`src/verilog/ica_pkg.sv`:
```
// Constants shared by the icon control and aperture register bank.
package ica_pkg;
   // ****************************************
   // Register indexes on the indexed data port
   // ****************************************
   localparam logic [7:0] IDX_ICON1 = 8'h2B;
   localparam logic [7:0] IDX_ICON2 = 8'h2C;
   localparam logic [7:0] IDX_ICON3 = 8'h2D;
   localparam logic [7:0] REG_RESET = 8'h00;
   localparam logic [7:0] UNMAPPED_READ = 8'h00;
   // ****************************************
   // Field positions shared by the three icon control registers
   // ****************************************
   localparam int BIT_ENABLE = 0;
   localparam int BIT_MODE = 1;
   localparam int BIT_BLINK = 2;
   localparam int BIT_HDOUBLE = 3;
   localparam int BIT_VDOUBLE = 4;
   localparam int BIT_MAPSEL = 5;
   // ****************************************
   // Fields of the upper two bits of the icon 2 and icon 3 registers
   // ****************************************
   localparam int BIT_BYTESWAP = 6;
   localparam int BIT_BASE14EN = 7;
   localparam int UPPER_REF_LSB = 6;
   localparam int UPPER_REF_MSB = 7;
   // ****************************************
   // Icon geometry and pixel coding
   // ****************************************
   localparam logic [7:0] ICON_SIZE = 8'h40;
   localparam logic [7:0] ICON_SIZE_DOUBLED = 8'h80;
   localparam logic [1:0] TRANSPARENT_CODE = 2'h0;
   localparam int NUM_ICONS = 3;
endpackage

```
`src/verilog/ica_regs.sv`:
```
// Icon control and aperture register bank with overlay and decode outputs.

// What this block does
// - Blink bit toggles icon at half cursor rate.
// - Icon pixels are always two-bit codes.
// - Mode bit picks four colours or transparent.
// - Icon shows only while enable bit set.
// - Map-select bit picks display memory map.
// - Vertical doubling gives 128 icon scanlines.
// - Doubled icon grows down, pushing others down.
// - Horizontal doubling gives 128 pixels rightward.
// - Second-base enable gates upper-byte range decode.
// - Byte swap exchanges bytes in that range.
// - Reference field compared with upper address pins.
// - Local bus claim needs pins and segment match.
// - In PCI mode, nonzero reference field means linear memory mode.
// - In PCI mode, nonzero reference or segment uses base registers.
module ica_regs (
   input wire logic ref_clk,                     // Host bus clock.
   input wire logic nrst,                        // Asynchronous reset, active low.
   input wire logic [7:0] regIndex,              // Index of the addressed register.
   input wire logic regWrite,                    // Write strobe for the data port.
   input wire logic regRead,                     // Read strobe for the data port.
   input wire logic [7:0] regWrData,             // Write data.
   output logic [7:0] regRdData,                 // Read data, held until next read.
   input wire logic cursorBlinkTick,             // Pulse at each text-cursor toggle.
   input wire logic [5:0] iconPixel,             // Two-bit pixel codes, icon 1 lowest.
   input wire logic pciMode,                     // High when the host bus is PCI.
   input wire logic [3:0] segmentSelect,         // Segment select bits from elsewhere.
   input wire logic [1:0] upperAddressMatchPins, // Upper address pins.
   input wire logic [3:0] hostAddrHigh,          // Host address bits 23 to 20.
   input wire logic [7:0] pciAddrTop,            // PCI address bits 31 to 24.
   input wire logic [7:0] base10Top,             // Upper byte of base register 10h.
   input wire logic [7:0] base14Top,             // Upper byte of base register 14h.
   input wire logic [31:0] hostData,             // Host data word.
   output logic [2:0] iconShow,                  // Icon pixel drawn this cycle.
   output logic [2:0] iconTransparentMode,       // Three colours plus transparent.
   output logic [2:0] iconMapSel,                // Selected display memory map.
   output logic [2:0] iconVDouble,               // Vertical doubling active.
   output logic [2:0] iconHDouble,               // Horizontal doubling active.
   output logic [2:0][7:0] iconHeight,           // Displayed scanlines per icon.
   output logic [2:0][7:0] iconWidth,            // Displayed pixels per icon.
   output logic [2:0][7:0] iconPushDown,         // Extra lines each icon is moved down.
   output logic [2:0] iconBlinkPhase,            // Visibility of each icon's blink.
   output logic localClaim,                      // Local bus cycle claimed.
   output logic upperMatch,                      // Reference field matches pins.
   output logic linearMode,                      // PCI linear memory mode.
   output logic pciBaseMapped,                   // PCI map follows base registers.
   output logic base10Hit,                       // PCI address in base 10h range.
   output logic base14Hit,                       // PCI address in base 14h range.
   output logic [31:0] swapData                  // Host data, swapped when required.
);
   // ****************************************
   // Index decode
   // ****************************************
   // Maps an index to a register slot, or to three when unmapped.
   function automatic logic [1:0] slotOf(input logic [7:0] idx);
      case (idx)
         ica_pkg::IDX_ICON1: slotOf = 2'h0;
         ica_pkg::IDX_ICON2: slotOf = 2'h1;
         ica_pkg::IDX_ICON3: slotOf = 2'h2;
         default: slotOf = 2'h3;
      endcase
   endfunction

   // ****************************************
   // Register storage and read port
   // ****************************************
   logic [2:0][7:0] ctrl;
   logic [2:0][7:0] next_ctrl;
   logic [7:0] next_regRdData;
   // Writes land in the decoded slot; unmapped writes are dropped, reads return zero.
   always_comb begin
      next_ctrl = ctrl;
      next_regRdData = regRdData;
      if (regWrite && slotOf(regIndex) != 2'h3) begin
         next_ctrl[slotOf(regIndex)] = regWrData;
      end
      if (regRead) begin
         if (slotOf(regIndex) != 2'h3) begin
            next_regRdData = ctrl[slotOf(regIndex)];
         end else begin
            next_regRdData = ica_pkg::UNMAPPED_READ;
         end
      end
   end

   // Registers the bank; everything clears on reset.
   always_ff @(posedge ref_clk or negedge nrst) begin
      if (!nrst) begin
         ctrl <= '{default: ica_pkg::REG_RESET};
         regRdData <= ica_pkg::REG_RESET;
      end else begin
         ctrl <= next_ctrl;
         regRdData <= next_regRdData;
      end
   end

   // ****************************************
   // Blink divider
   // ****************************************
   logic blinkHalf;
   logic next_blinkHalf;
   logic blinkVisible;
   logic next_blinkVisible;
   // Visibility flips on every second cursor toggle, half the cursor rate.
   always_comb begin
      next_blinkHalf = blinkHalf;
      next_blinkVisible = blinkVisible;
      if (cursorBlinkTick) begin
         next_blinkHalf = !blinkHalf;
         if (blinkHalf) begin
            next_blinkVisible = !blinkVisible;
         end
      end
   end

   // Registers the blink divider.
   always_ff @(posedge ref_clk or negedge nrst) begin
      if (!nrst) begin
         blinkHalf <= 1'b0;
         blinkVisible <= 1'b1;
      end else begin
         blinkHalf <= next_blinkHalf;
         blinkVisible <= next_blinkVisible;
      end
   end

   // ****************************************
   // Per-icon overlay controls
   // ****************************************
   logic [2:0] vdbl;
   logic [2:0] next_iconShow;
   logic [2:0] next_iconBlinkPhase;
   logic [2:0][7:0] next_iconHeight;
   logic [2:0][7:0] next_iconWidth;
   logic [2:0][7:0] next_iconPushDown;
   generate
      for (genvar i = 0; i < ica_pkg::NUM_ICONS; i++) begin : g_icon
         assign vdbl[i] = ctrl[i][ica_pkg::BIT_VDOUBLE];
         // Steady icons stay visible; blinking icons follow the divider.
         assign next_iconBlinkPhase[i] =
            !ctrl[i][ica_pkg::BIT_BLINK] || blinkVisible;
         // The pixel code is always two bits wide, and code zero is
         // see-through only in the transparent mode.
         assign next_iconShow[i] = ctrl[i][ica_pkg::BIT_ENABLE]
            && next_iconBlinkPhase[i]
            && !(ctrl[i][ica_pkg::BIT_MODE]
               && iconPixel[2*i +: 2] == ica_pkg::TRANSPARENT_CODE);
         // Doubling sets the height and width to twice the base icon size.
         assign next_iconHeight[i] = vdbl[i] ? ica_pkg::ICON_SIZE_DOUBLED
            : ica_pkg::ICON_SIZE;
         assign next_iconWidth[i] = ctrl[i][ica_pkg::BIT_HDOUBLE]
            ? ica_pkg::ICON_SIZE_DOUBLED : ica_pkg::ICON_SIZE;
      end
   endgenerate
   // Each icon moves down by one icon height for every other doubled icon.
   always_comb begin
      for (int i = 0; i < ica_pkg::NUM_ICONS; i++) begin
         next_iconPushDown[i] = '0;
         for (int j = 0; j < ica_pkg::NUM_ICONS; j++) begin
            if (j != i && vdbl[j]) begin
               next_iconPushDown[i] = 8'(next_iconPushDown[i] + ica_pkg::ICON_SIZE);
            end
         end
      end
   end

   // Registers the overlay controls.
   always_ff @(posedge ref_clk or negedge nrst) begin
      if (!nrst) begin
         iconShow <= '0;
         iconTransparentMode <= '0;
         iconMapSel <= '0;
         iconVDouble <= '0;
         iconHDouble <= '0;
         iconHeight <= '{default: ica_pkg::ICON_SIZE};
         iconWidth <= '{default: ica_pkg::ICON_SIZE};
         iconPushDown <= '0;
         iconBlinkPhase <= '1;
      end else begin
         iconShow <= next_iconShow;
         for (int i = 0; i < ica_pkg::NUM_ICONS; i++) begin
            iconTransparentMode[i] <= ctrl[i][ica_pkg::BIT_MODE];
            iconMapSel[i] <= ctrl[i][ica_pkg::BIT_MAPSEL];
            iconHDouble[i] <= ctrl[i][ica_pkg::BIT_HDOUBLE];
         end
         iconVDouble <= vdbl;
         iconHeight <= next_iconHeight;
         iconWidth <= next_iconWidth;
         iconPushDown <= next_iconPushDown;
         iconBlinkPhase <= next_iconBlinkPhase;
      end
   end

   // ****************************************
   // Host address decode
   // ****************************************
   logic [1:0] upperRef;
   logic base14En;
   logic swapEn;
   logic next_upperMatch;
   logic next_localClaim;
   logic next_linearMode;
   logic next_pciBaseMapped;
   logic next_base10Hit;
   logic next_base14Hit;
   logic [31:0] next_swapData;
   assign upperRef = ctrl[2][ica_pkg::UPPER_REF_MSB:ica_pkg::UPPER_REF_LSB];
   assign base14En = ctrl[1][ica_pkg::BIT_BASE14EN];
   assign swapEn = ctrl[1][ica_pkg::BIT_BYTESWAP];
   // Upper range compare, local claim, PCI map selection and byte lane swap.
   // A nonzero reference field breaks segmented addressing, so software keeps it zero there.
   always_comb begin
      next_upperMatch = upperRef == upperAddressMatchPins;
      next_localClaim = !pciMode && next_upperMatch
         && hostAddrHigh == segmentSelect;
      next_linearMode = pciMode && upperRef != 2'h0;
      next_pciBaseMapped = pciMode && (upperRef != 2'h0 || segmentSelect != 4'h0);
      next_base10Hit = next_pciBaseMapped && pciAddrTop == base10Top;
      next_base14Hit = pciMode && base14En && pciAddrTop == base14Top;
      next_swapData = hostData;
      if (next_base14Hit && swapEn) begin
         next_swapData = {hostData[23:16], hostData[31:24],
            hostData[7:0], hostData[15:8]};
      end
   end

   // Registers the decode results.
   always_ff @(posedge ref_clk or negedge nrst) begin
      if (!nrst) begin
         upperMatch <= 1'b0;
         localClaim <= 1'b0;
         linearMode <= 1'b0;
         pciBaseMapped <= 1'b0;
         base10Hit <= 1'b0;
         base14Hit <= 1'b0;
         swapData <= 32'h0000_0000;
      end else begin
         upperMatch <= next_upperMatch;
         localClaim <= next_localClaim;
         linearMode <= next_linearMode;
         pciBaseMapped <= next_pciBaseMapped;
         base10Hit <= next_base10Hit;
         base14Hit <= next_base14Hit;
         swapData <= next_swapData;
      end
   end
endmodule
```
`config.mk`:
```
export PLATFORM = sky130hd
export DESIGN_NAME = ica_regs
export DESIGN_NICKNAME = d
export VERILOG_FILES = /design/src/verilog/ica_pkg.sv /design/src/verilog/ica_regs.sv
export SDC_FILE = /design/constraint.sdc
export NUM_CORES = 1
export LEC_CHECK = 0
export ABC_AREA = 0
export BUFFER_PORTS_ARGS = -buffer_cell sky130_fd_sc_hd__buf_4
export CORE_UTILIZATION = 43
export CTS_BUF_LIST = sky130_fd_sc_hd__clkbuf_2 sky130_fd_sc_hd__clkbuf_4 sky130_fd_sc_hd__clkbuf_8
export DETAILED_ROUTE_END_ITERATION = 8
export PLACE_DENSITY_LB_ADDON = 0.15
export SLEW_MARGIN = 20
export SYNTH_ARGS = -nofsm -noshare
export SYNTH_HDL_FRONTEND = slang
export SYNTH_SLANG_ARGS = --single-unit
export TNS_END_PERCENT = 5
```
`constraint.sdc`:
```
create_clock -name ref_clk -period 1.55 [get_ports ref_clk]
set_input_delay 0.0775 -clock ref_clk [delete_from_list [all_inputs] [get_ports ref_clk]]
set_output_delay 0.0775 -clock ref_clk [all_outputs]
set_load 0.02 [all_outputs]
```
# After elaboration in Yosys (flattened, before gate mapping)

Cells that the tools add are included.

Register bits after elaboration: 162
Bits of input ports: 94
Output and inout bits: 136
Word-level logic and storage cells: 103

Add/subtract/negate cells: 2
$lt $le $gt $ge: 3
Equal/unequal tests: 9
Muxes and demuxes: 23
Reduce and logical (&&, ||, !) cells: 38

Operators by type and width:

| kind                                                              | count |
|---|---|
| 2-to-1 mux 8 bit                                                  | 12 |
| 2-to-1 mux 32 bit                                                 | 1 |
| bitwise mux 24 bit                                                | 1 |
| equality test 8 x 6 -> 1 bit, second input constant               | 3 |
| logical AND 1 bit                                                 | 19 |
| adder 8 x 7 -> 8 bit, second input constant                       | 2 |
| binary-select mux 8 bit (select 2 bit)                            | 1 |
| demux 8 bit (select 2 bit)                                        | 1 |
| equality test 8 bit                                               | 2 |
| 2-to-1 mux 7 bit                                                  | 2 |
| logical NOT 1 bit                                                 | 9 |
| 2-to-1 mux 2 bit                                                  | 4 |
| logical NOT 2 bit                                                 | 3 |
| < comparator 2 x 3 -> 1 bit, second input constant                | 2 |
| case mux 2 bit (3 select lines)                                   | 1 |
| equality test 4 bit                                               | 1 |
| logical OR 1 bit                                                  | 4 |
| != test 2 bit, second input constant                              | 2 |
| nonzero test 4 bit                                                | 1 |
| equality test 2 bit                                               | 1 |
| greater-or-equal comparator 2 x 1 -> 1 bit, second input constant | 1 |
| AND reduction 2 bit                                               | 1 |
| nonzero test 2 bit                                                | 1 |

# Depth between registers and ports, before layout

Depth in word-level cells: 10
Depth in mapped cells: 5
Depth with buffers taken out: 4

# Worst setup path after synthesis

Ideal clock, no wire load.

Path kind: register to register
Start point: register ctrl, in the netlist base14En
End point: register swapData[0]
Library setup time: 0.125 ns
Arrival: 1.357 ns
Data required time: 1.425 ns
Setup slack: 0.068 ns
Stages on the path, launching flop included: 6
Buffers on the path: 1
Period minus slack after synthesis: 1.482 ns
Cells stage by stage: dfrtp_1 -> nand2_1 -> nor4_2 -> nand4_2 -> buf_6 -> mux2_4

Cells in the longest elaborated chain, start to end: 4

RTL lines:

| item                           | line            | text |
|---|---|---|
| start, declared                | ica_regs.sv:69  | `logic [2:0][7:0] ctrl;` |
| start signal, assigned         | ica_regs.sv:94  | `ctrl <= next_ctrl;` |
| logical AND 1 bit (2 in a row) | ica_regs.sv:221 | `next_base14Hit = pciMode && base14En && pciAddrTop == base14Top;` |
| logical AND 1 bit              | ica_regs.sv:223 | `if (next_base14Hit && swapEn) begin` |
| 2-to-1 mux 32 bit              | ica_regs.sv:223 |  |
| via next_swapData[0]           | ica_regs.sv:208 | `logic [31:0] next_swapData;` |
| end signal, assigned           | ica_regs.sv:246 | `swapData <= next_swapData;` |
| end, declared                  | ica_regs.sv:51  | `output logic [31:0] swapData` |

The timed path passes the listed nets, and every way through them passes these cells.
A chain may end at the register's enable or synchronous reset.

# Worst setup path in the final report

Start point: input pciMode
End point: register swapData[9]

Cells in the longest elaborated chain, start to end: 4

RTL lines:

| item                           | line            | text |
|---|---|---|
| start, declared                | ica_regs.sv:28  | `input wire logic pciMode,` |
| logical AND 1 bit (2 in a row) | ica_regs.sv:221 |  |
| logical AND 1 bit              | ica_regs.sv:223 |  |
| 2-to-1 mux 32 bit              | ica_regs.sv:223 |  |
| via next_swapData[9]           | ica_regs.sv:208 |  |

The timed path passes the listed nets, and every way through them passes these cells.

==> flow_summary.json <==
{
  "synth_flop_cell": "dfrtp_1",
  "routed_wl_um": 10500,
  "first_global_vias": 3387,
  "synth-warning-count": 0,
  "firstDrtPassIters": 4,
  "fin_crit_ps": 1500,
  "synthSimpleGateAreaFrac": 0.0576,
  "combPwrFrac": 0.192,
  "drive_gt1_frac": 0.481,
  "hold_path_class": "primary input to flop",
  "core_area_um2": 10400,
  "place.gp.congestion": 0.745,
  "worst_pin_slew_ps": 549,
  "stdcell_count": 710,
  "clockBufferDepth": 2,
  "worstHoldEndpoint": "localClaim",
  "seq_area_frac_synth": 0.557,
  "areaGrowthSynthToFinish_pct": 44.5,
  "tritoncts": "done",
  "post-route-period-util": 0.965,
  "switchingPower_uw": 1560,
  "cp_slowest_cell": "dlygate4sd3_1",
  "critPathMaxStageDelay_ps": 530,
  "synth_cell_types": 39,
  "path_max_fanout": 32,
  "synth-async-reset-ratio": 1.00,
  "hpwl_um": 7040,
  "grt_pass1_wl_um": 16500,
  "io_pins": 230,
  "final_util": 0.642,
  "worst_ep_arrival_time_ps": 1730,
  "setup_slack_ps": 54.9,
  "syn_avg_cell_area_um2": 13.9,
  "io_buffers": 175,
  "cts_max_level": 3,
  "crit_type": "primary input to flop",
  "post_synth_instance_area_um2": 4610,
  "outcome": "completed",
  "grt-ovfl-total": 0,
  "worstHoldStart": "hostAddrHigh[1]",
  "dp_slack_ps": -13.1,
  "p_clk_frac": 0.287,
  "power_leakage_uw": 0.00344,
  "final_hold_viol_count": 0,
  "viasPerCell": 4.49,
  "slew_headroom": 0.634,
  "clock_latency_ps": 360,
  "initial_utilization": 0.444,
  "grt_max_degree": 103,
  "synth_edf_count": 0,
  "intPower_uw": 4010,
  "power_density_nw_per_um2": 836,
  "synth_fa_ha_area_frac": 0.00815,
  "synthMuxAreaShare": 0.161,
  "reg2reg_from": "base14En",
  "synth_xor_area_frac": 0.0456,
  "pwr-share-seq": 0.521,
  "std_cell_rows": 37,
  "cp-end-kind": "flop",
  "worst_hold_path.num_cells": 4,
  "critPathLaunchType": "primary input",
  "die_area_um2": 11100,
  "synth_top_family_by_area": "multiplexers",
  "yosys_register_bits": 102,
  "cp.required_ps": 1790,
  "postCtsSetupRepairBufs": 0,
  "antenna_left": 0,
  "swShare": 0.280,
  "cts_sinks": 102,
  "fmax_mhz": 669,
  "yosys.area.top_type": "dfrtp_1",
  "synthTopCellsByArea": "dfrtp_1, buf_4, mux2_4, mux2_2, dfstp_2",
  "clock_skew_ps": 17.0,
  "synthCells": 331,
  "synth_top_area_share": 0.500,
  "slew_violations": 0,
  "reg2reg_to": "swapData[9]",
  "die_x_um": 105,
  "wl_per_cell_um": 14.8,
  "synth-compound-area-share": 0.0511,
  "path_cells": "dlygate4sd3_1 -> buf_4 -> nand2_1 -> nor4_4 -> nand4_2 -> buf_12 -> mux2_4",
  "path_clk_slew_ps": 100,
  "cpLargestDelayFamily": "buffers and inverters",
  "drt_iter0_drc": 62,
  "fin_nets": 666,
  "antenna_found_initial": 0,
  "power_uw": 5570,
  "setup_violations": 0,
  "post-place-cells": 639,
  "die_y_um": 105,
  "vias": 3187,
  "cap_violations": 0,
  "ir_drop_v": 0.000496,
  "cts_buffers": 9,
  "crit_buf_inv": 3,
  "synth.top_cells.by_count": "dfrtp_1, buf_4, mux2_4",
  "r2r_cells": 5,
  "fillers": 786,
  "yosysMostFrequentCell": "dfrtp_1",
  "gr-usage-all-layers": 0.193,
  "root_buffer": "clkbuf_8",
  "n_antenna_cell": 0,
  "hold_slack_ps": 36.0,
  "drc_errors": 0,
  "rrSetupSlack_ps": 60
}
-- through the flow --
step | instance area (µm²) | setup TNS (ps)
global route | 6660 | -18.3
floorplan | 4800 | 0
detailed placement | 5900 | -95.3
global placement | 5900 | 0
CTS | 6650 | 0
finish | 6660 | 0
-- how the worst max path moves through the flow --
stage                startpoint            to  slack [ps]  depth (start not counted)
3_3_place_gp       base14Top[5]  swapData[26]          40                          6
4_1_cts        segmentSelect[1]    localClaim          40                          6
2_1_floorplan          base14En   swapData[0]          70                          5
3_5_place_dp       base14Top[5]  swapData[22]         -10                          6
6_report                pciMode   swapData[9]          50                          7
5_1_grt                base14En   swapData[9]          -7                          5
-- timing repair --
action / CTS / global route
hold buffers: 56 / 0
gates resized for setup: 0 / 2
setup endpoints to repair: 12 / 32
pin swaps: 1 / 0
hold endpoints to repair: 165 / 0
-- placed cells by master (no fill, tap or decap), types with 2 or more instances in the layout --
cell type | synthesis | layout
mux2_4 | 30 | 30
buf_12 | 0 | 3
nor2b_1 | 2 | 2
and3_1 | 2 | 2
clkbuf_8 | 0 | 10
a21oi_1 | 3 | 3
mux2_2 | 26 | 26
nor4_1 | 2 | 2
nand3_1 | 2 | 2
dlygate4sd3_1 | 0 | 55
a22o_1 | 5 | 5
nand2b_1 | 4 | 4
inv_6 | 0 | 2
xor2_1 | 20 | 20
nor2_1 | 6 | 6
nand2_1 | 6 | 6
ha_1 | 3 | 3
nand4_4 | 2 | 2
o2bb2ai_1 | 3 | 3
conb_1 | 1 | 54
dfstp_2 | 10 | 10
inv_1 | 14 | 14
clkinv_4 | 0 | 2
xnor2_1 | 4 | 4
buf_4 | 60 | 181
a22oi_1 | 5 | 5
o22ai_1 | 11 | 11
dfrtp_1 | 92 | 92
-- power groups by stage --
stage,logic (µW),clock network [µW],registers (µW)
2_1_floorplan,469,0,3050
5_1_grt,1140,1770,2920
3_3_place_gp,925,0,2950
3_5_place_dp,942,0,2950
6_report,1070,1600,2900
4_1_cts,1060,1650,2900
-- registers in the layout (all words and copies together) (netlist names), 2 cells and up --
signal / flops
swapData: 32
ctrl: 23
regRdData: 8
iconPushDown: 6
iconHeight: 4
iconWidth: 4
iconBlinkPhase: 3
iconMapSel: 3
iconShow: 3
iconTransparentMode: 3
iconHDouble: 2
iconVDouble: 2
-- kinds of logic after synthesis --
group           Yosys count
flops                   102
buf+inv                  79
mux                      56
simple gates             36
compound gates           30
xor+xnor                 24
fa+ha+maj                 3
other cells               1
-- worst min-delay path, delay by kind of cell --
kind	cells	cell delay (ps)
buffers and inverters	1	90
and+or+nand+nor	2	140
xor gates and xnor gates	1	60
-- cell type report --
type	count	area, µm²	area share
Clock buffer	10	138	0.0207
Clock inverter	6	51.3	0.00771
Inverter	14	52.6	0.00790
Multi-Input combinational cell	203	1710	0.257
Sequential cell	102	2560	0.385
Tap cell	136	170	0.0256
Timing Repair Buffer	239	1970	0.296
-- metal layers --
layer	part of all wire	global-route usage	vias up
met1	0.39	0.218	1539
met5	0	0	-
met2	0.52	0.343	140
met4	0.015	0.0625	0
li1	-	-	1493
met3	0.079	0.0637	15
No activity file was read; power rests on OpenSTA's default activity.
